### config.mk
export PLATFORM = sky130hd
export DESIGN_NAME = ncijfo_core
export DESIGN_NICKNAME = d
export VERILOG_FILES = /design/src/rtl/ncijfo_pkg.sv /design/src/rtl/ncijfo_regfile.sv /design/src/rtl/ncijfo_stack.sv /design/src/rtl/ncijfo_core.sv
export SDC_FILE = /design/constraint.sdc
export NUM_CORES = 1
export LEC_CHECK = 0
export BUFFER_PORTS_ARGS = -buffer_cell sky130_fd_sc_hd__buf_4
export CORE_ASPECT_RATIO = 0.7
export CORE_MARGIN = 2
export CORE_UTILIZATION = 25
export CTS_CLUSTER_DIAMETER = 50
export DETAILED_ROUTE_END_ITERATION = 10
export SLEW_MARGIN = 5
export SYNTH_ARGS = -nofsm -noshare
export SYNTH_HDL_FRONTEND = slang
export SYNTH_SLANG_ARGS = --single-unit
### constraint.sdc
create_clock -name clock_i -period 3.7 [get_ports clock_i]
set_input_delay 0.555 -clock clock_i [delete_from_list [all_inputs] [get_ports clock_i]]
set_output_delay 0.555 -clock clock_i [all_outputs]
set_load 0.1 [all_outputs]
### src/rtl/ncijfo_pkg.sv
/*
 * shared constants for the nibble processor core: opcodes, widths,
 * reset values and instruction cycle timing.
 * assumes a 200 MHz system clock and an eight-state instruction cycle.
 */
package ncijfo_pkg;

  localparam int unsigned NIB_W     = 4;
  localparam int unsigned PC_W      = 12;
  localparam int unsigned REG_COUNT = 16;
  localparam int unsigned REG_IDX_W = 4;
  localparam int unsigned STACK_LVL = 3;

  // upper opcode nibble values
  localparam logic [3:0] OP_SEND_FETCH = 4'h2;  // lsb 1: send select
  localparam logic [3:0] OP_JUMP_FETCH = 4'h3;  // lsb 1 jump, 0 fetch
  localparam logic [3:0] OP_CALL       = 4'h5;
  localparam logic [3:0] OP_INC        = 4'h6;
  localparam logic [3:0] OP_RET_LOAD   = 4'hc;

  // values after reset
  localparam logic [11:0] PC_RST    = 12'h000;
  localparam logic [3:0]  ACC_RST   = 4'h0;
  localparam logic        CARRY_RST = 1'b0;
  localparam logic [3:0]  NIB_RST   = 4'h0;

  // timing: two memory cycles of the fetch-indirect instruction
  localparam int unsigned CLK_PERIOD_NS   = 5;
  localparam int unsigned TWO_CYCLES_NS   = 21600;
  localparam int unsigned STATES_PER_CYC  = 8;
  localparam int unsigned STATE_CLKS =
    TWO_CYCLES_NS / (2 * STATES_PER_CYC * CLK_PERIOD_NS);
  localparam int unsigned TIMER_W = 9;
  localparam logic [8:0] STATE_LAST = 9'(STATE_CLKS - 1);
  localparam logic [8:0] TIMER_RST  = 9'h000;

  typedef enum logic [2:0] {
    PH_A1, PH_A2, PH_A3, PH_M1, PH_M2, PH_X1,
    PH_SECOND_OPERAND_STATE, PH_THIRD_OPERAND_STATE
  } ncijfo_phase_type;

endpackage : ncijfo_pkg

### src/rtl/ncijfo_regfile.sv
/*
 * sixteen 4-bit index registers with one write port, one single read
 * port and one pair read port (even and odd register of the selected pair).
 * assumes writes are one-cycle strobes from the core.
 */
`timescale 1ns/100ps
module ncijfo_regfile (
  input  wire logic       clock_i,
  input  wire logic       rst_i,
  input  wire logic       we_i,
  input  wire logic [3:0] waddr_i,
  input  wire logic [3:0] wdata_i,
  input  wire logic [3:0] raddr_i,
  output logic      [3:0] rdata_o,
  input  wire logic [2:0] pair_i,
  output logic      [3:0] pair_even_o,
  output logic      [3:0] pair_odd_o
);

  logic [3:0] regs [ncijfo_pkg::REG_COUNT];

  for (genvar g = 0; g < ncijfo_pkg::REG_COUNT; g++) begin : g_reg
    always_ff @(posedge clock_i) begin
      if (rst_i) begin
        regs[g] <= ncijfo_pkg::NIB_RST;
      end else if (we_i && (waddr_i == 4'(g))) begin
        regs[g] <= wdata_i;
      end
    end
  end

  assign rdata_o     = regs[raddr_i];
  assign pair_even_o = regs[{pair_i, 1'b0}];
  assign pair_odd_o  = regs[{pair_i, 1'b1}];

endmodule : ncijfo_regfile

### src/rtl/ncijfo_stack.sv
/*
 * three-level address stack of 12-bit return addresses.
 * assumes push and pop are never asserted together; on overflow the
 * deepest entry is lost, on underflow the deepest entry repeats.
 */
`timescale 1ns/100ps
module ncijfo_stack (
  input  wire logic        clock_i,
  input  wire logic        rst_i,
  input  wire logic        push_i,
  input  wire logic        pop_i,
  input  wire logic [11:0] push_data_i,
  output logic      [11:0] top_o
);

  logic [11:0] lvl [ncijfo_pkg::STACK_LVL];

  for (genvar g = 0; g < ncijfo_pkg::STACK_LVL; g++) begin : g_lvl
    always_ff @(posedge clock_i) begin
      if (rst_i) begin
        lvl[g] <= ncijfo_pkg::PC_RST;
      end else if (push_i) begin
        lvl[g] <= (g == 0) ? push_data_i : lvl[(g == 0) ? 0 : g - 1];
      end else if (pop_i && (g < ncijfo_pkg::STACK_LVL - 1)) begin
        lvl[g] <= lvl[(g < ncijfo_pkg::STACK_LVL - 1) ? g + 1 : g];
      end
    end
  end

  assign top_o = lvl[0];

endmodule : ncijfo_stack

### src/rtl/ncijfo_core.sv
/*
 * nibble processor core executing increment, return-and-load, indirect
 * jump, send select, fetch indirect and subroutine call over a
 * multiplexed 4-bit data bus divided into eight timing states.
 * assumes memory chips drive the bus during the two fetch states and
 * latch the sent selection themselves; other opcodes act as no-ops.
 */
`timescale 1ns/100ps
module ncijfo_core (
  input  wire logic       clock_i,
  input  wire logic       rst_i,
  input  wire logic [3:0] data_i,
  output logic      [3:0] data_o,
  output logic            data_oe_n_o,
  output logic            sync_o,
  output logic      [3:0] acc_o,
  output logic            carry_o
);

  ncijfo_pkg::ncijfo_phase_type phase;
  ncijfo_pkg::ncijfo_phase_type succ_phase;
  ncijfo_pkg::ncijfo_phase_type next_phase;

  logic [8:0]  timer;
  logic        advance;
  logic [11:0] pc;
  logic [3:0]  upper_opcode_nibble;
  logic [3:0]  lower_operand_nibble;
  logic [7:0]  call_target;
  logic        second_cycle;
  logic        next_second;
  logic        needs_second;
  logic [3:0]  acc;
  logic        carry;

  logic        is_inc;
  logic        is_ret;
  logic        is_jump;
  logic        is_send;
  logic        is_fetch;
  logic        is_call;

  logic        rf_we;
  logic [3:0]  rf_waddr;
  logic [3:0]  rf_wdata;
  logic [3:0]  rf_rdata;
  logic [2:0]  pair_sel;
  logic [3:0]  pair_even;
  logic [3:0]  pair_odd;

  logic        stack_push;
  logic        stack_pop;
  logic [11:0] stack_top;

  logic [3:0]  next_bus;
  logic        next_drive;

  // decode: upper nibble and, for send, jump and fetch, the lower nibble lsb select the operation
  assign is_inc   = upper_opcode_nibble == ncijfo_pkg::OP_INC;
  assign is_ret   = upper_opcode_nibble == ncijfo_pkg::OP_RET_LOAD;
  assign is_call  = upper_opcode_nibble == ncijfo_pkg::OP_CALL;
  assign is_jump  = (upper_opcode_nibble == ncijfo_pkg::OP_JUMP_FETCH)
                    && lower_operand_nibble[0];
  assign is_fetch = (upper_opcode_nibble == ncijfo_pkg::OP_JUMP_FETCH)
                    && !lower_operand_nibble[0];
  assign is_send  = (upper_opcode_nibble == ncijfo_pkg::OP_SEND_FETCH)
                    && lower_operand_nibble[0];
  assign needs_second = is_fetch || is_call;

  // timing state sequencer
  assign advance = timer == ncijfo_pkg::STATE_LAST;

  always_comb begin
    succ_phase = ncijfo_pkg::PH_A1;
    unique case (phase)
      ncijfo_pkg::PH_A1: succ_phase = ncijfo_pkg::PH_A2;
      ncijfo_pkg::PH_A2: succ_phase = ncijfo_pkg::PH_A3;
      ncijfo_pkg::PH_A3: succ_phase = ncijfo_pkg::PH_M1;
      ncijfo_pkg::PH_M1: succ_phase = ncijfo_pkg::PH_M2;
      ncijfo_pkg::PH_M2: succ_phase = ncijfo_pkg::PH_X1;
      ncijfo_pkg::PH_X1: succ_phase = ncijfo_pkg::PH_SECOND_OPERAND_STATE;
      ncijfo_pkg::PH_SECOND_OPERAND_STATE:
        succ_phase = ncijfo_pkg::PH_THIRD_OPERAND_STATE;
      ncijfo_pkg::PH_THIRD_OPERAND_STATE: succ_phase = ncijfo_pkg::PH_A1;
    endcase
  end

  assign next_phase = advance ? succ_phase : phase;

  // second cycle flag changes at the same edge as the move into A1,
  // so bus values for A1 must look at the coming value
  always_comb begin
    next_second = second_cycle;
    if (advance && (phase == ncijfo_pkg::PH_THIRD_OPERAND_STATE)) begin
      next_second = second_cycle ? 1'b0 : needs_second;
    end
  end

  always_ff @(posedge clock_i) begin
    if (rst_i) begin
      timer <= ncijfo_pkg::TIMER_RST;
    end else if (advance) begin
      timer <= ncijfo_pkg::TIMER_RST;
    end else begin
      timer <= timer + 9'h001;
    end
  end

  always_ff @(posedge clock_i) begin
    if (rst_i) begin
      phase <= ncijfo_pkg::PH_A1;
    end else begin
      phase <= next_phase;
    end
  end

  always_ff @(posedge clock_i) begin
    if (rst_i) begin
      second_cycle <= 1'b0;
    end else begin
      second_cycle <= next_second;
    end
  end

  // instruction latch; the second word of a cycle pair is data instead
  always_ff @(posedge clock_i) begin
    if (rst_i) begin
      upper_opcode_nibble  <= ncijfo_pkg::NIB_RST;
      lower_operand_nibble <= ncijfo_pkg::NIB_RST;
    end else if (advance && !second_cycle) begin
      if (phase == ncijfo_pkg::PH_M1) begin
        upper_opcode_nibble <= data_i;
      end
      if (phase == ncijfo_pkg::PH_M2) begin
        lower_operand_nibble <= data_i;
      end
    end
  end

  always_ff @(posedge clock_i) begin
    if (rst_i) begin
      call_target <= 8'h00;
    end else if (advance && second_cycle && is_call) begin
      if (phase == ncijfo_pkg::PH_M1) begin
        call_target[7:4] <= data_i;
      end
      if (phase == ncijfo_pkg::PH_M2) begin
        call_target[3:0] <= data_i;
      end
    end
  end

  // pair zero addresses the fetched byte, otherwise the designated pair
  assign pair_sel = (next_second && is_fetch) ? 3'h0
                                              : lower_operand_nibble[3:1];

  // index register writes
  always_comb begin
    rf_we    = 1'b0;
    rf_waddr = lower_operand_nibble;
    rf_wdata = rf_rdata + 4'h1;
    if (advance && !second_cycle && is_inc
        && (phase == ncijfo_pkg::PH_X1)) begin
      rf_we = 1'b1;
    end
    if (advance && second_cycle && is_fetch) begin
      if (phase == ncijfo_pkg::PH_M1) begin
        rf_we    = 1'b1;
        rf_waddr = {lower_operand_nibble[3:1], 1'b0};
        rf_wdata = data_i;
      end
      if (phase == ncijfo_pkg::PH_M2) begin
        rf_we    = 1'b1;
        rf_waddr = {lower_operand_nibble[3:1], 1'b1};
        rf_wdata = data_i;
      end
    end
  end

  ncijfo_regfile u_regs (
    .clock_i     (clock_i),
    .rst_i       (rst_i),
    .we_i        (rf_we),
    .waddr_i     (rf_waddr),
    .wdata_i     (rf_wdata),
    .raddr_i     (lower_operand_nibble),
    .rdata_o     (rf_rdata),
    .pair_i      (pair_sel),
    .pair_even_o (pair_even),
    .pair_odd_o  (pair_odd)
  );

  assign stack_push = advance && second_cycle && is_call
                      && (phase == ncijfo_pkg::PH_X1);
  assign stack_pop  = advance && !second_cycle && is_ret
                      && (phase == ncijfo_pkg::PH_X1);

  ncijfo_stack u_stack (
    .clock_i     (clock_i),
    .rst_i       (rst_i),
    .push_i      (stack_push),
    .pop_i       (stack_pop),
    .push_data_i (pc),
    .top_o       (stack_top)
  );

  // counter steps after every fetched word except the data word of a fetch; the page nibble of a jump
  // or fetch is therefore already past a page-end location
  always_ff @(posedge clock_i) begin
    if (rst_i) begin
      pc <= ncijfo_pkg::PC_RST;
    end else if (advance) begin
      if ((phase == ncijfo_pkg::PH_M2) && !(second_cycle && is_fetch)) begin
        pc <= pc + 12'h001;
      end else if ((phase == ncijfo_pkg::PH_X1) && !second_cycle
                   && is_jump) begin
        pc <= {pc[11:8], pair_even, pair_odd};
      end else if ((phase == ncijfo_pkg::PH_X1) && stack_pop) begin
        pc <= stack_top;
      end else if ((phase == ncijfo_pkg::PH_X1) && stack_push) begin
        pc <= {lower_operand_nibble, call_target};
      end
    end
  end

  always_ff @(posedge clock_i) begin
    if (rst_i) begin
      acc <= ncijfo_pkg::ACC_RST;
    end else if (stack_pop) begin
      acc <= lower_operand_nibble;
    end
  end

  // none of these operations alter the carry
  always_ff @(posedge clock_i) begin
    if (rst_i) begin
      carry <= ncijfo_pkg::CARRY_RST;
    end else begin
      carry <= carry;
    end
  end

  // bus value for the state about to be entered, registered
  always_comb begin
    next_bus   = 4'h0;
    next_drive = 1'b0;
    unique case (next_phase)
      ncijfo_pkg::PH_A1: begin
        next_drive = 1'b1;
        next_bus   = (next_second && is_fetch) ? pair_odd : pc[3:0];
      end
      ncijfo_pkg::PH_A2: begin
        next_drive = 1'b1;
        next_bus   = (second_cycle && is_fetch) ? pair_even : pc[7:4];
      end
      ncijfo_pkg::PH_A3: begin
        next_drive = 1'b1;
        next_bus   = pc[11:8];
      end
      ncijfo_pkg::PH_SECOND_OPERAND_STATE: begin
        if (is_send && !second_cycle) begin
          next_drive = 1'b1;
          next_bus   = pair_even;
        end
      end
      ncijfo_pkg::PH_THIRD_OPERAND_STATE: begin
        if (is_send && !second_cycle) begin
          next_drive = 1'b1;
          next_bus   = pair_odd;
        end
      end
      ncijfo_pkg::PH_M1, ncijfo_pkg::PH_M2, ncijfo_pkg::PH_X1: begin
      end
    endcase
  end

  always_ff @(posedge clock_i) begin
    if (rst_i) begin
      data_o      <= ncijfo_pkg::NIB_RST;
      data_oe_n_o <= 1'b1;
      sync_o      <= 1'b0;
    end else begin
      data_o      <= next_bus;
      data_oe_n_o <= !next_drive;
      sync_o      <= next_phase == ncijfo_pkg::PH_THIRD_OPERAND_STATE;
    end
  end

  assign acc_o   = acc;
  assign carry_o = carry;

endmodule : ncijfo_core

* After elaboration in Yosys (flattened, before gate mapping)
Memory sizes are Yosys's and may differ from the RTL's. A register that Yosys moved wholly into a read port is not among the register bits. Cells that the tools add are included.
Word-level totals: input bits 6, flip-flop bits (word level) 51, output and inout bits 11, memory bits (writable) 100, memories 3, ROM bits 24, bits in latches 0, logic and storage cells 231
Operators by class: mux-type cells 106, $mul 0, div/mod/pow operators 0, bitwise logic cells 21, shift-type cells 0, reductions and logical operators 55, add/sub/neg operators 3, order comparisons 0, equal/unequal tests 30
Memories:
- u_regs.regs | words 16, width 4, read ports 3, clocked after Yosys merged registers in 1, write ports 16, RTL line ncijfo_regfile.sv:20 | logic [3:0] regs [ncijfo_pkg::REG_COUNT];
- u_stack.lvl | words 3, width 12, read ports 3, clocked after Yosys merged registers in 0, write ports 3, RTL line ncijfo_stack.sv:16 | logic [11:0] lvl [ncijfo_pkg::STACK_LVL];
- (name not given) | words 8, width 3, read ports 1, clocked after Yosys merged registers in 1, write ports 0, RTL line ncijfo_core.sv:75 | unique case (phase)
Operators by type and width (count):
- two-way mux 12 bit | 9
- two-way mux 4 bit | 25
- two-way mux 1 bit | 67
- logical AND 1 bit | 37
- equality test 4 bit (second input constant) | 9
- equality test 4 x 3 -> 1 bit (second input constant) | 6
- OR 1 bit | 21
- one-hot mux 4 bit (5 select lines) | 1
- equality test 4 x 2 -> 1 bit (second input constant) | 4
- equality test 3 bit (second input constant) | 5
- adder 12 x 1 -> 12 bit (second input constant) | 1
- AND reduction 2 bit | 5
- adder 9 x 1 -> 9 bit (second input constant) | 1
- equality test 9 bit (second input constant) | 1
- two-way mux 3 bit | 3
- equality test 3 x 2 -> 1 bit (second input constant) | 2
- adder 4 x 1 -> 4 bit (second input constant) | 1
- equality test 4 x 1 -> 1 bit (second input constant) | 1
- zero test 1 bit | 4
- zero test 4 bit | 1
- nonzero test 4 bit | 1
- OR reduction 2 bit | 2
- equality test 3 x 1 -> 1 bit (second input constant) | 1
- zero test 3 bit | 1
- 6 further kinds | 6

* Longest topological paths before layout
Gate-level depths: netlist (run 1).
word-level depth 13, gate-level depth with buffers 11, depth with buffers taken out 9

* Modules after synthesis
Synthesis (run 1) repeated with hierarchy kept, for this count alone.
Second synthesis, totals: cell total of the unflattened synthesis 715, area total of the unflattened synthesis 8458.1 µm²
Modules (own cells, without submodules):
- ncijfo_regfile | area an instance 3637.2 µm², seq. area each 1921.8 µm², cells each 250, instances 1
- ncijfo_core | area an instance 3301.9 µm², seq. area each 1081.0 µm², cells each 379, instances 1
- ncijfo_stack | area an instance 1519.0 µm², seq. area each 1081.0 µm², cells each 86, instances 1

* Worst setup path after synthesis (run 1)
No wires, ideal clock.
path kind reg2reg, start point register with a tool-made name, end point memory u_regs.regs[6][1] (data pin), path buffers 3, setup slack 0.763 ns, period minus slack after synthesis 2.937 ns, data required time 3.430 ns, arrival 2.667 ns, setup time 0.270 ns, cell stages (with the launch flop) 9, path through dfxtp_1 -> buf_2 -> buf_6 -> mux4_2 -> mux4_2 -> ha_1 -> mux2i_1 -> clkbuf_1 -> nor3_1
RTL lines (RTL line):
- to (decl) | ncijfo_regfile.sv:20

* Worst setup path in the final report (run 1)
start point register timer[6], end point register data_o[1]
On the way: word-level cells in the longest chain between the ends 8, elaborated cells between the ends (all ways) 17
RTL lines:
- from (decl) | RTL line ncijfo_core.sv:24 | logic [8:0] timer;
- from (signal assigned) | RTL line ncijfo_core.sv:101 | timer <= ncijfo_pkg::TIMER_RST;
- from (signal assigned) | RTL line ncijfo_core.sv:103 | timer <= ncijfo_pkg::TIMER_RST;
- from (signal assigned) | RTL line ncijfo_core.sv:105 | timer <= timer + 9'h001;
- equality test 9 bit * | RTL line ncijfo_core.sv:71 | assign advance = timer == ncijfo_pkg::STATE_LAST;
- logical AND 1 bit | RTL line ncijfo_core.sv:94 | if (advance && (phase == ncijfo_pkg::PH_THIRD_OPERAND_STATE)) begin
- two-way mux 1 bit | RTL line ncijfo_core.sv:94
- logical AND 1 bit | RTL line ncijfo_core.sv:154, ncijfo_core.sv:250
- two-way mux 3 bit | RTL line ncijfo_core.sv:154 | assign pair_sel = (next_second && is_fetch) ? 3'h0
- memory (16 x 4 bit)
- two-way mux 4 bit (on tied branches)
- one-hot mux 4 bit (5 select lines) * | RTL line ncijfo_core.sv:247 | unique case (next_phase)
- to (signal assigned) | RTL line ncijfo_core.sv:279 | data_o <= ncijfo_pkg::NIB_RST;
- to (signal assigned) | RTL line ncijfo_core.sv:283 | data_o <= next_bus;
- to (decl) | RTL line ncijfo_core.sv:13 | output logic [3:0] data_o,
Every way passes the cells marked *; elsewhere a longest branch is shown, timed or not. A chain may end at the register's enable or synchronous reset.

==> metrics.md, run 1 <==
| Metric | Value |
|---|---|
| Switching share of power | `22.6%` |
| Port Buffers | `15` |
| Wirelength, routed | `23100 µm` |
| Number of library cell types mapped by synthesis | `65` |
| DR pass1 iterations | `7` |
| DRT iter0 DRCs | `832` |
| Max IR drop VDD | `308 µV` |
| Remaining global-route overflow | `0` |
| Synth warnings | `0` |
| Core Rows | `55` |
| Slew @ Worst Pin | `947 ps` |
| IO Count | `17` |
| Sequential share of power | `48.9%` |
| Largest net degree at the start of global routing | `48` |
| Core Area | `32100 µm²` |
| Pre-CTS setup slack | `541 ps` |
| Final period utilization | `88.0%` |
| Area delta synth->final | `14.7%` |
| Layout cells sized above 1 | `16.7%` |
| Critical Path End Type | `flop` |
| Clock Power Share | `47.2%` |
| Combinational Power Share | `3.9%` |
| Hold-fix buffers, CTS | `0` |
| Syn Inst Count | `728` |
| Routed Antenna Nets | `0` |
| Core Util, Final | `29.0%` |
| Slowest Stage Delay on Critical Path | `780 ps` |
| Met1 WL | `11100 µm` |
| Resized cells post-CTS | `0` |
| Reg area | `4160 µm²` |
| DR WL met2 | `9500 µm` |
| Total Routing Usage GR | `13.7%` |
| Leakage Power | `2.95 nW` |
| Fill count | `3236` |
| Status | `finished clean` |
| Fmax | `0.307 GHz` |
| Gpl congestion | `0.892` |
| CP Cell Sequence | `or4b_4 -> or2_1 -> buf_4 -> mux2i_2 -> nand2_1 -> nor4_1 -> a22oi_1 -> o211ai_1` |
| Clk root buf | `clkbuf_16` |
| Pwr dens | `434 nW/µm²` |
| Die Y | `155 µm` |
| Setup ws final | `443 ps` |
| Area of the multi-input gates | `3650 µm²` |
| Post-CTS Setup Inserts | `0` |
| WS Path Type | `reg2reg` |
| Critical path arrival | `3570 ps` |
| Seq/Total Area, Yosys | `51.2%` |
| H-tree Lvls | `4` |
| DP HPWL | `16100 µm` |
| Max Clock Skew | `10.3 ps` |
| Final setup violation count | `0` |
| Metal3 WL | `2200 µm` |
| Post-Syn Area | `8130 µm²` |
| CTS clk-pin slew, worst paths | `70 ps` |
| Vias in the first global route | `5662` |
| Top sig layer | `met4` |
| Slowest cell on the critical path | `mux2i_2` |
| Max Cap Violations | `0` |
| Max-slew violation count | `0` |
| CP Data Required Time | `4010 ps` |
| DR vias | `6139` |
| Post-synth ARST share | `0%` |
| Number of remaining DRC errors | `0` |
| CP startpoint kind | `flop` |
| Min cycle time layout | `3260 ps` |
| Die width | `219 µm` |
| Post-synth EDFFs | `100` |
| Fin. Hold Viols | `0` |
| Initial core utilization | `25.3%` |
| Initial antenna violation count | `0` |
| Hold crit path type | `in2reg` |
| Max Root-Sink Buffers | `2` |
| Clock tree sinks | `158` |
| Num CTS Buffers | `17` |
| Most frequent cells in the layout | `edfxtp_1 (100), nor2_1 (72), nor3_1 (71), dfxtp_1 (58), nand2_1 (43)` |
| Slew headroom | `35.6%` |
| Post-DR wirelength/cell | `19.8 µm` |
| Full die area | `34000 µm²` |
| Critical-path maximum fanout | `19` |
| Nets | `740` |
| Setup tns final | `0 ps` |
| Overall power | `4.04 mW` |
| First-pass GRT wire length | `35300 µm` |
| Commonest non-fill, non-tap cell in the layout | `edfxtp_1` |
| Yosys reg bits | `158` |
| Ant. Diodes | `0` |
| P_sw | `0.913 mW` |
| Routed vias/inst | `5.26` |
| RSZ-0062 raised after global routing | `false` |
| Mapped Nets | `740` |
| Internal | `3.13 mW` |
| CTS tree | `built` |
| Main flop type after synthesis | `edfxtp_1` |
| Avg Cell Area, Syn | `11.2 µm²` |
| Clock latency on the worst-skew pair | `430 ps` |
layout make-up:
cell class              instances  share of cell area, %
flip-flops and latches        158                   44.7
multi-input cells             500                   39.2
well taps                     427                   5.73
clock buffers                  19                   4.75
repair buffers                 41                   3.30
clock inverters                13                   1.99
inverters                      10                  0.403
layer usage:
metal	vias up	GRT usage (%)
met3	29	3.72
met5	-	0
li1	2770	-
met4	0	3.35
met2	319	18.7
met1	3021	21.0
final timing paths:
path | from | end | slack [ps] | cells past startpoint
worst max-delay path | timer[6]$_SDFF_PP0_ | data_o[1]$_SDFF_PP0_ | 440 | 8
worst max register to register | timer[6]$_SDFF_PP0_ | data_o[1]$_SDFF_PP0_ | 440 | 8
worst min-delay path | data_i[0] | call_target[4]$_SDFFE_PP0P_ | 450 | 3
worst min register to register | acc_o[0]$_SDFFE_PP0P_ | acc_o[0]$_SDFFE_PP0P_ | 460 | 2
power by group through the flow:
stage	clock, mW	combinational, mW	sequential (mW)
finish	1.91	0.158	1.98
global route	2.00	0.169	1.98
CTS	1.93	0.156	1.97
detailed placement	0	0.155	2.01
global placement	0	0.154	2.01
floorplan	0	0.0986	1.99
flip-flops by register name, indices dropped and copies added, names as in the netlist, named ones only:
name                  cells
u_regs.regs              64
timer                     9
upper_opcode_nibble       4
lower_operand_nibble      4
call_target               8
second_cycle              1
data_oe_n_o               1
sync_o                    1
phase                     3
data_o                    4
succ_phase                3
pc                       12
u_stack.lvl              36
acc_o                     4
metrics by stage:
step                cells  cell area (µm²)  hold slack (ps)
floorplan             728             8130              457
global placement     1136             8690              440
detailed placement   1136             8690              450
CTS                  1168             9320              442
global route         1168             9330              462
finish               1168             9330              445
worst max-delay path, delay by kind of cell (launching register included):
kind | cells | cell delay, ps
buffers and inverters | 1 | 220
AOI/OAI and AO/OA | 2 | 390
DFF | 1 | 340
muxes | 1 | 780
and+or+nand+nor | 4 | 1420
Yosys cell counts, types with 5 or more instances:
library cell | number | area [µm²]
edfxtp_1 | 100 | 3000
nor2_1 | 72 | 270
nor3_1 | 71 | 355
dfxtp_1 | 58 | 1160
nand2_1 | 43 | 161
mux2i_1 | 42 | 420
clkbuf_1 | 40 | 150
o21ai_0 | 33 | 165
mux4_2 | 30 | 676
a21oi_1 | 24 | 120
a22o_1 | 24 | 210
nand3_1 | 19 | 95.1
and3_1 | 17 | 106
buf_2 | 13 | 65.1
xor2_1 | 11 | 96.3
inv_1 | 10 | 37.5
o22ai_1 | 9 | 56.3
a22oi_1 | 6 | 45.0
ha_1 | 6 | 75.1
a31oi_1 | 5 | 31.3
nand4b_1 | 5 | 43.8
logic make-up after synthesis:
kind of cell / after synthesis / share of synthesized area [%]
multiplexers: 75 / 14.1
adder cells (fa/ha/maj): 6 / 0.924
AO/OA/AOI/OAI: 139 / 12.2
other: 1 / 0.0461
flip-flops: 158 / 51.2
AND/OR/NAND/NOR: 264 / 16.0
XOR/XNOR: 15 / 1.62
buffers and inverters: 70 / 3.90
(Power assumes the default switching activity.)
==> inputs of run 2 (changes only) <==
==> constraint.sdc (replaced) <==
create_clock -name clock_i -period 3.8 [get_ports clock_i]
set_input_delay 0.57 -clock clock_i [delete_from_list [all_inputs] [get_ports clock_i]]
set_output_delay 0.57 -clock clock_i [all_outputs]
set_load 0.1 [all_outputs]
==> metrics.md, run 2 (synthesis results as in run 1) <==
| Metric | Value |
|---|---|
| Fmax | `0.312 GHz (+1.7%)` |
| Largest net degree at the start of global routing | `48 (unchanged)` |
| CP Cell Sequence | `or4b_4 -> or2_1 -> buf_4 -> mux2i_2 -> nand2_1 -> nor4_1 -> a22oi_1 -> o211ai_1` |
| Reg2reg path depth | `8 (unchanged)` |
| Slew @ Worst Pin | `995 ps (+48.3 ps)` |
| Setup ws final | `597 ps (+154 ps)` |
| Number of remaining DRC errors | `0 (unchanged)` |
| Area of the multi-input gates | `3650 µm² (-0.10%)` |
| CP startpoint kind | `flop` |
| Final Non-Filler Cells | `1167 (-0.086%)` |
| CTS tree | `built` |
| IO Count | `17 (unchanged)` |
| Initial core utilization | `25.3% (unchanged)` |
| Clock latency on the worst-skew pair | `430 ps (about the same)` |
| Max-slew violation count | `0 (unchanged)` |
| First-pass GRT wire length | `35500 µm (+0.69%)` |
| Fill count | `3268 (+0.99%)` |
| Final period utilization | `84.3% (-3.7 points)` |
| Vias in the first global route | `5760 (+1.7%)` |
| Setup tns final | `0 ps (unchanged)` |
| Worst R2R End | `data_o[1]$_SDFF_PP0_` |
| Post-placement cell count | `1135 (-0.088%)` |
| Initial antenna violation count | `0 (unchanged)` |
| Hold endpoint | `acc_o[3]$_SDFFE_PP0P_` |
| CTS clk-pin slew, worst paths | `70 ps (about the same)` |
| Remaining global-route overflow | `0 (unchanged)` |
| DR pass1 iterations | `5 (-2)` |
| Hold crit path type | `reg2reg` |
| Worst Hold Depth | `2 (-1)` |
| Routed vias/inst | `5.26 (about the same)` |
| Max Root-Sink Buffers | `2 (unchanged)` |
| Slowest Stage Delay on Critical Path | `750 ps (-30 ps)` |
| Leakage Power | `2.91 nW (-1.6%)` |
| Num CTS Buffers | `17 (unchanged)` |
| Min Hold Slack | `454 ps (+9.17 ps)` |
| Reg area | `4160 µm² (unchanged)` |
| H-tree Lvls | `4 (unchanged)` |
| Layout cells sized above 1 | `16.4% (-0.38 points)` |
| Clock tree sinks | `158 (unchanged)` |
| DP HPWL | `15900 µm (-1.4%)` |
| DR vias | `6134 (-0.081%)` |
| Commonest non-fill, non-tap cell in the layout | `edfxtp_1` |
| Routed Antenna Nets | `0 (unchanged)` |
| RSZ-0062 raised after global routing | `false` |
| Die width | `219 µm (unchanged)` |
| Hold Crit Start | `acc_o[3]$_SDFFE_PP0P_` |
| Critical-path maximum fanout | `19 (unchanged)` |
| Slowest cell on the critical path | `mux2i_2` |
| Critical Path End Type | `flop` |
| CP Data Required Time | `4090 ps (+80 ps)` |
| Pwr dens | `397 nW/µm² (-8.4%)` |
| Die Y | `155 µm (unchanged)` |
| Top reg by flops | `u_regs.regs` |
| Total Routing Usage GR | `13.9% (+0.14 points)` |
| Ant. Diodes | `0 (unchanged)` |
| Full die area | `34000 µm² (unchanged)` |
| RR Startpoint | `timer[6]$_SDFF_PP0_` |
| Hold-fix buffers, CTS | `0 (unchanged)` |
| Gpl congestion | `0.891 (about the same)` |
| Wirelength, routed | `22800 µm (-0.98%)` |
| Core Area | `32100 µm² (unchanged)` |
| Pre-CTS setup slack | `710 ps (+169 ps)` |
| Port Buffers | `15 (unchanged)` |
| WS Path Type | `reg2reg` |
| Nets | `739 (-0.14%)` |
| Core Rows | `55 (unchanged)` |
| Clk root buf | `clkbuf_16` |
| Status | `finished clean` |
| Max Cap Violations | `0 (unchanged)` |
| Final setup violation count | `0 (unchanged)` |
| Area delta synth->final | `13.5%` |
| Flop2flop setup slack | `600 ps (+150 ps)` |
| Resized cells post-CTS | `0 (unchanged)` |
| Slew headroom | `33.0% (-2.7 points)` |
| Fin. Hold Viols | `0 (unchanged)` |
| DRT iter0 DRCs | `858 (+3.1%)` |
| Post-DR wirelength/cell | `19.6 µm (-0.89%)` |
| Post-CTS Setup Inserts | `0 (unchanged)` |
| Min cycle time layout | `3200 ps (-54.4 ps)` |
| Regs by FF count | `u_regs.regs (64), u_stack.lvl (36), pc (12)` |
| Max IR drop VDD | `310 µV (+0.54%)` |
| Most frequent cells in the layout | `edfxtp_1 (100), nor2_1 (72), nor3_1 (71), dfxtp_1 (58), nand2_1 (43)` |
| Critical path arrival | `3500 ps (-70 ps)` |
| Max Clock Skew | `10.6 ps (+0.385 ps)` |
| Max reg flops | `64 (unchanged)` |
## run 2: cell count changes in the layout (fill, tap and decap cells not counted), moves of 2 or more
cell | previous run | this run
bufinv_16 | 4 | 0
clkinv_4 | 0 | 3
inv_6 | 3 | 6
clkinv_1 | 1 | 3
## run 2: worst max path at each step
| stage | from | to | slack [ps] | depth (start not counted) |
|---|---|---|---|---|
| after global routing | upper_opcode_nibble[1]$_SDFFE_PP0P_ | u_regs.regs[0][3]$_SDFFCE_PN0P_ | 390 | 6 |
| after CTS | upper_opcode_nibble[1]$_SDFFE_PP0P_ | u_regs.regs[0][0]$_SDFFCE_PN0P_ | 700 | 6 |
| after floorplan | flop | u_regs.regs[6][1]$_SDFFCE_PN0P_ | 860 | 8 |
| final | timer[6]$_SDFF_PP0_ | data_o[1]$_SDFF_PP0_ | 600 | 8 |
| after detailed placement | timer[6]$_SDFF_PP0_ | u_regs.regs[0][3]$_SDFFCE_PN0P_ | 710 | 6 |
| after global placement | timer[6]$_SDFF_PP0_ | data_o[1]$_SDFF_PP0_ | 730 | 8 |
## run 2: worst max-delay path, delay by kind of cell (launching register included)
kind            cells  cell delay (ps)
compound gates      2              370
buf+inv             1              220
flops               1              340
mux                 1              750
simple gates        4             1370
## run 2: per-stage QoR
stage	power [mW]	utilization [%]	area (µm²)
final	3.66	28.7	9220
after floorplan	2.03	-	8130
after global routing	3.77	28.7	9220
after detailed placement	2.11	27.0	8690
after global placement	2.11	27.0	8690
after CTS	3.68	28.7	9220
## run 2: per-layer routing
metal	wire [µm]	global-route usage, %	share of wire [%]
met1	11000	21.4	48
met2	9360	18.9	41
met3	2090	3.56	9.1
met4	445	3.44	1.9
met5	0	0	0
## run 2: layout make-up
cell class,count,share of cell area [%]
flip-flops and latches,158,45.1
inverters,10,0.407
repair buffers,40,3.26
clock inverters,15,1.22
multi-input cells,500,39.6
well taps,427,5.79
clock buffers,17,4.61
## run 2: power breakdown
part	internal (mW)	switching (mW)	leakage [nW]
Combinational	0.0475	0.104	1.24
Clock	0.843	0.744	0.254
Sequential	1.88	0.0469	1.42
Total	2.77	0.895	2.91
==> inputs of run 3 (changes only) <==
==> constraint.sdc (replaced) <==
create_clock -name clock_i -period 2.7 [get_ports clock_i]
set_input_delay 0.405 -clock clock_i [delete_from_list [all_inputs] [get_ports clock_i]]
set_output_delay 0.405 -clock clock_i [all_outputs]
set_load 0.1 [all_outputs]
==> metrics.md, run 3 (synthesis results as in run 1) <==
| Metric | Value |
|---|---|
| First-pass GRT wire length | `36600 µm (+3.1%)` |
| Nets | `799 (+8.1%)` |
| Clk root buf | `clkbuf_16` |
| CP startpoint kind | `flop` |
| Hold Crit Start | `data_i[0]` |
| DP HPWL | `17100 µm (+7.9%)` |
| Max Root-Sink Buffers | `2 (unchanged)` |
| Routed Antenna Nets | `0 (unchanged)` |
| Area of the multi-input gates | `3770 µm² (+3.4%)` |
| Worst R2R End | `data_o[0]$_SDFF_PP0_` |
| Metal3 WL | `2070 µm (-1.0%)` |
| Vias in the first global route | `6015 (+4.4%)` |
| Gpl congestion | `0.910 (+2.1%)` |
| Worst Hold Depth | `3 (+1)` |
| Met1 WL | `11800 µm (+7.7%)` |
| Ant. Diodes | `0 (unchanged)` |
| Clock latency on the worst-skew pair | `440 ps (about the same)` |
| RR Startpoint | `timer[6]$_SDFF_PP0_` |
| Fill count | `3227 (-1.3%)` |
| Reg2reg path depth | `9 (+1)` |
| CP top delay family | `compound AO/OA/AOI/OAI gates` |
| Fmax | `0.380 GHz (+22%)` |
| Core Rows | `55 (unchanged)` |
| Max-slew violation count | `0 (unchanged)` |
| CP Cell Sequence | `or4b_4 -> buf_4 -> nor3_2 -> mux2i_2 -> buf_12 -> o22ai_1 -> a221o_1 -> o21ai_1 -> a221o_1` |
| Full die area | `34000 µm² (unchanged)` |
| Core Area | `32100 µm² (unchanged)` |
| Critical-path maximum fanout | `26 (+7)` |
| RSZ-0062 raised after global routing | `true` |
| WS Path Type | `reg2reg` |
| Leakage Power | `3.26 nW (+12%)` |
| Clock tree sinks | `158 (unchanged)` |
| CTS clk-pin slew, worst paths | `70 ps (about the same)` |
| DR WL met2 | `9630 µm (+2.9%)` |
| Slew @ Worst Pin | `609 ps (-386 ps)` |
| Max IR drop VDD | `515 µV (+66%)` |
| Final period utilization | `97.5% (+13 points)` |
| Flop2flop setup slack | `70 ps (-530 ps)` |
| DR vias | `6308 (+2.8%)` |
| CP Data Required Time | `3070 ps (-1020 ps)` |
| Initial antenna violation count | `0 (unchanged)` |
| Min cycle time layout | `2630 ps (-570 ps)` |
| Most frequent cells in the layout | `edfxtp_1 (100), buf_4 (88), nor2_1 (70), nor3_1 (67), dfxtp_1 (57)` |
| Largest net degree at the start of global routing | `38 (-21%)` |
| DR pass1 iterations | `5 (unchanged)` |
| Critical Path End Type | `flop` |
| Initial core utilization | `25.3% (unchanged)` |
| Post-DR wirelength/cell | `19.4 µm (-0.90%)` |
| Layout cells sized above 1 | `25.5% (+9.1 points)` |
| DRT iter0 DRCs | `789 (-8.0%)` |
| Hold crit path type | `in2reg` |
| Final setup violation count | `0 (unchanged)` |
| Hold endpoint | `call_target[4]$_SDFFE_PP0P_` |
| Cell repeated most along the worst path | `a221o_1` |
| Pwr dens | `525 nW/µm² (+32%)` |
| Max Clock Skew | `16.3 ps (+5.65 ps)` |
| Num CTS Buffers | `17 (unchanged)` |
| Total Routing Usage GR | `14.4% (+0.49 points)` |
| Commonest non-fill, non-tap cell in the layout | `edfxtp_1` |
| CTS tree | `built` |
| Regs by FF count | `u_regs.regs (64), u_stack.lvl (36), pc (12)` |
| Routed vias/inst | `5.14 (-2.2%)` |
| Port Buffers | `15 (unchanged)` |
| Max Cap Violations | `0 (unchanged)` |
| Slowest Stage Delay on Critical Path | `530 ps (-220 ps)` |
| Top sig layer | `met4` |
| IO Count | `17 (unchanged)` |
| Die width | `219 µm (unchanged)` |
| Max reg flops | `64 (unchanged)` |
| Remaining global-route overflow | `0 (unchanged)` |
| Setup tns final | `0 ps (unchanged)` |
| Fin. Hold Viols | `0 (unchanged)` |
| Reg area | `4170 µm² (about the same)` |
| Top reg by flops | `u_regs.regs` |
| Die Y | `155 µm (unchanged)` |
| Wirelength, routed | `23800 µm (+4.2%)` |
| Critical path arrival | `3000 ps (-500 ps)` |
| Status | `finished clean` |
| H-tree Lvls | `4 (unchanged)` |
| WP depth | `9 (+1)` |
| Slew headroom | `59.0% (+26 points)` |
| Area delta synth->final | `22.3%` |
| Overall power | `5.22 mW (+42%)` |
| Buf/Inv on CP | `2 (+1)` |
| Slowest cell on the critical path | `or4b_4` |
| Number of remaining DRC errors | `0 (unchanged)` |
[run 3: changes by cell type in the layout (fill, tap and decap cells not counted), sizes merged]
| cell | previous run | this run |
|---|---|---|
| clkinv | 6 | 3 |
| clkinvlp | 3 | 5 |
| clkbuf | 17 | 18 |
| buf | 40 | 100 |
[run 3: through the flow]
stage / worst slack, ps / hold slack (ps) / cell area (µm²) / util, % / instances
after floorplan: 8.73 / 457 / 8160 / - / 728
after global placement: -30.2 / 441 / 9270 / 28.8 / 1191
after CTS: 3.70 / 305 / 9810 / 30.5 / 1223
final: 67.2 / 313 / 9940 / 30.9 / 1227
after detailed placement: -37.0 / 454 / 9270 / 28.8 / 1191
after global routing: -8.73 / 318 / 9940 / 30.9 / 1227
[run 3: final cells by class]
type | instances | share of cell area, %
Clock buffer | 18 | 4.32
Clock inverter | 14 | 1.10
Inverter | 10 | 0.378
Tap cell | 427 | 5.37
Multi-Input combinational cell | 500 | 38.0
Sequential cell | 158 | 41.9
Timing Repair Buffer | 100 | 8.97
[run 3: timing repair]
item | 4_1_cts | 5_1_grt
pin swaps | 0 | 7
hold buffers | 0 | 0
endpoints found under the hold margin | 0 | 0
setup endpoints to repair | 22 | 143
resized for setup | 6 | 25
setup buffers | 0 | 4
[run 3: where the power goes]
part / total [mW] / internal (mW) / switching [mW]
combinational: 0.268 / 0.106 / 0.162
clock: 2.24 / 1.19 / 1.05
sequential: 2.71 / 2.64 / 0.0661
[run 3: worst reg2reg max path: stages, from the launching register on]
cell,delay [ps]
dfxtp_1,310
or4b_4,530
buf_4,170
nor3_2,200
mux2i_2,290
buf_12,210
o22ai_1,110
a221o_1,300
o21ai_1,200
a221o_1,250
[run 3: worst max-delay path by stage]
stage,endpoint,start
final,data_o[0]$_SDFF_PP0_,timer[6]$_SDFF_PP0_
after global routing,u_regs.regs[1][3]$_SDFFCE_PN0P_,flop
after CTS,u_regs.regs[0][0]$_SDFFCE_PN0P_,timer[6]$_SDFF_PP0_
after detailed placement,u_regs.regs[14][1]$_SDFFCE_PN0P_,timer[6]$_SDFF_PP0_
after global placement,u_regs.regs[11][3]$_SDFFCE_PN0P_,timer[6]$_SDFF_PP0_
after floorplan,u_regs.regs[15][0]$_SDFFCE_PN0P_,timer[6]$_SDFF_PP0_
[run 3: per-layer routing]
layer,vias to the layer above,global-route usage [%]
li1,2882,-
met1,3132,22.2
met2,268,18.9
met3,26,4.03
met4,0,4.12
met5,-,0
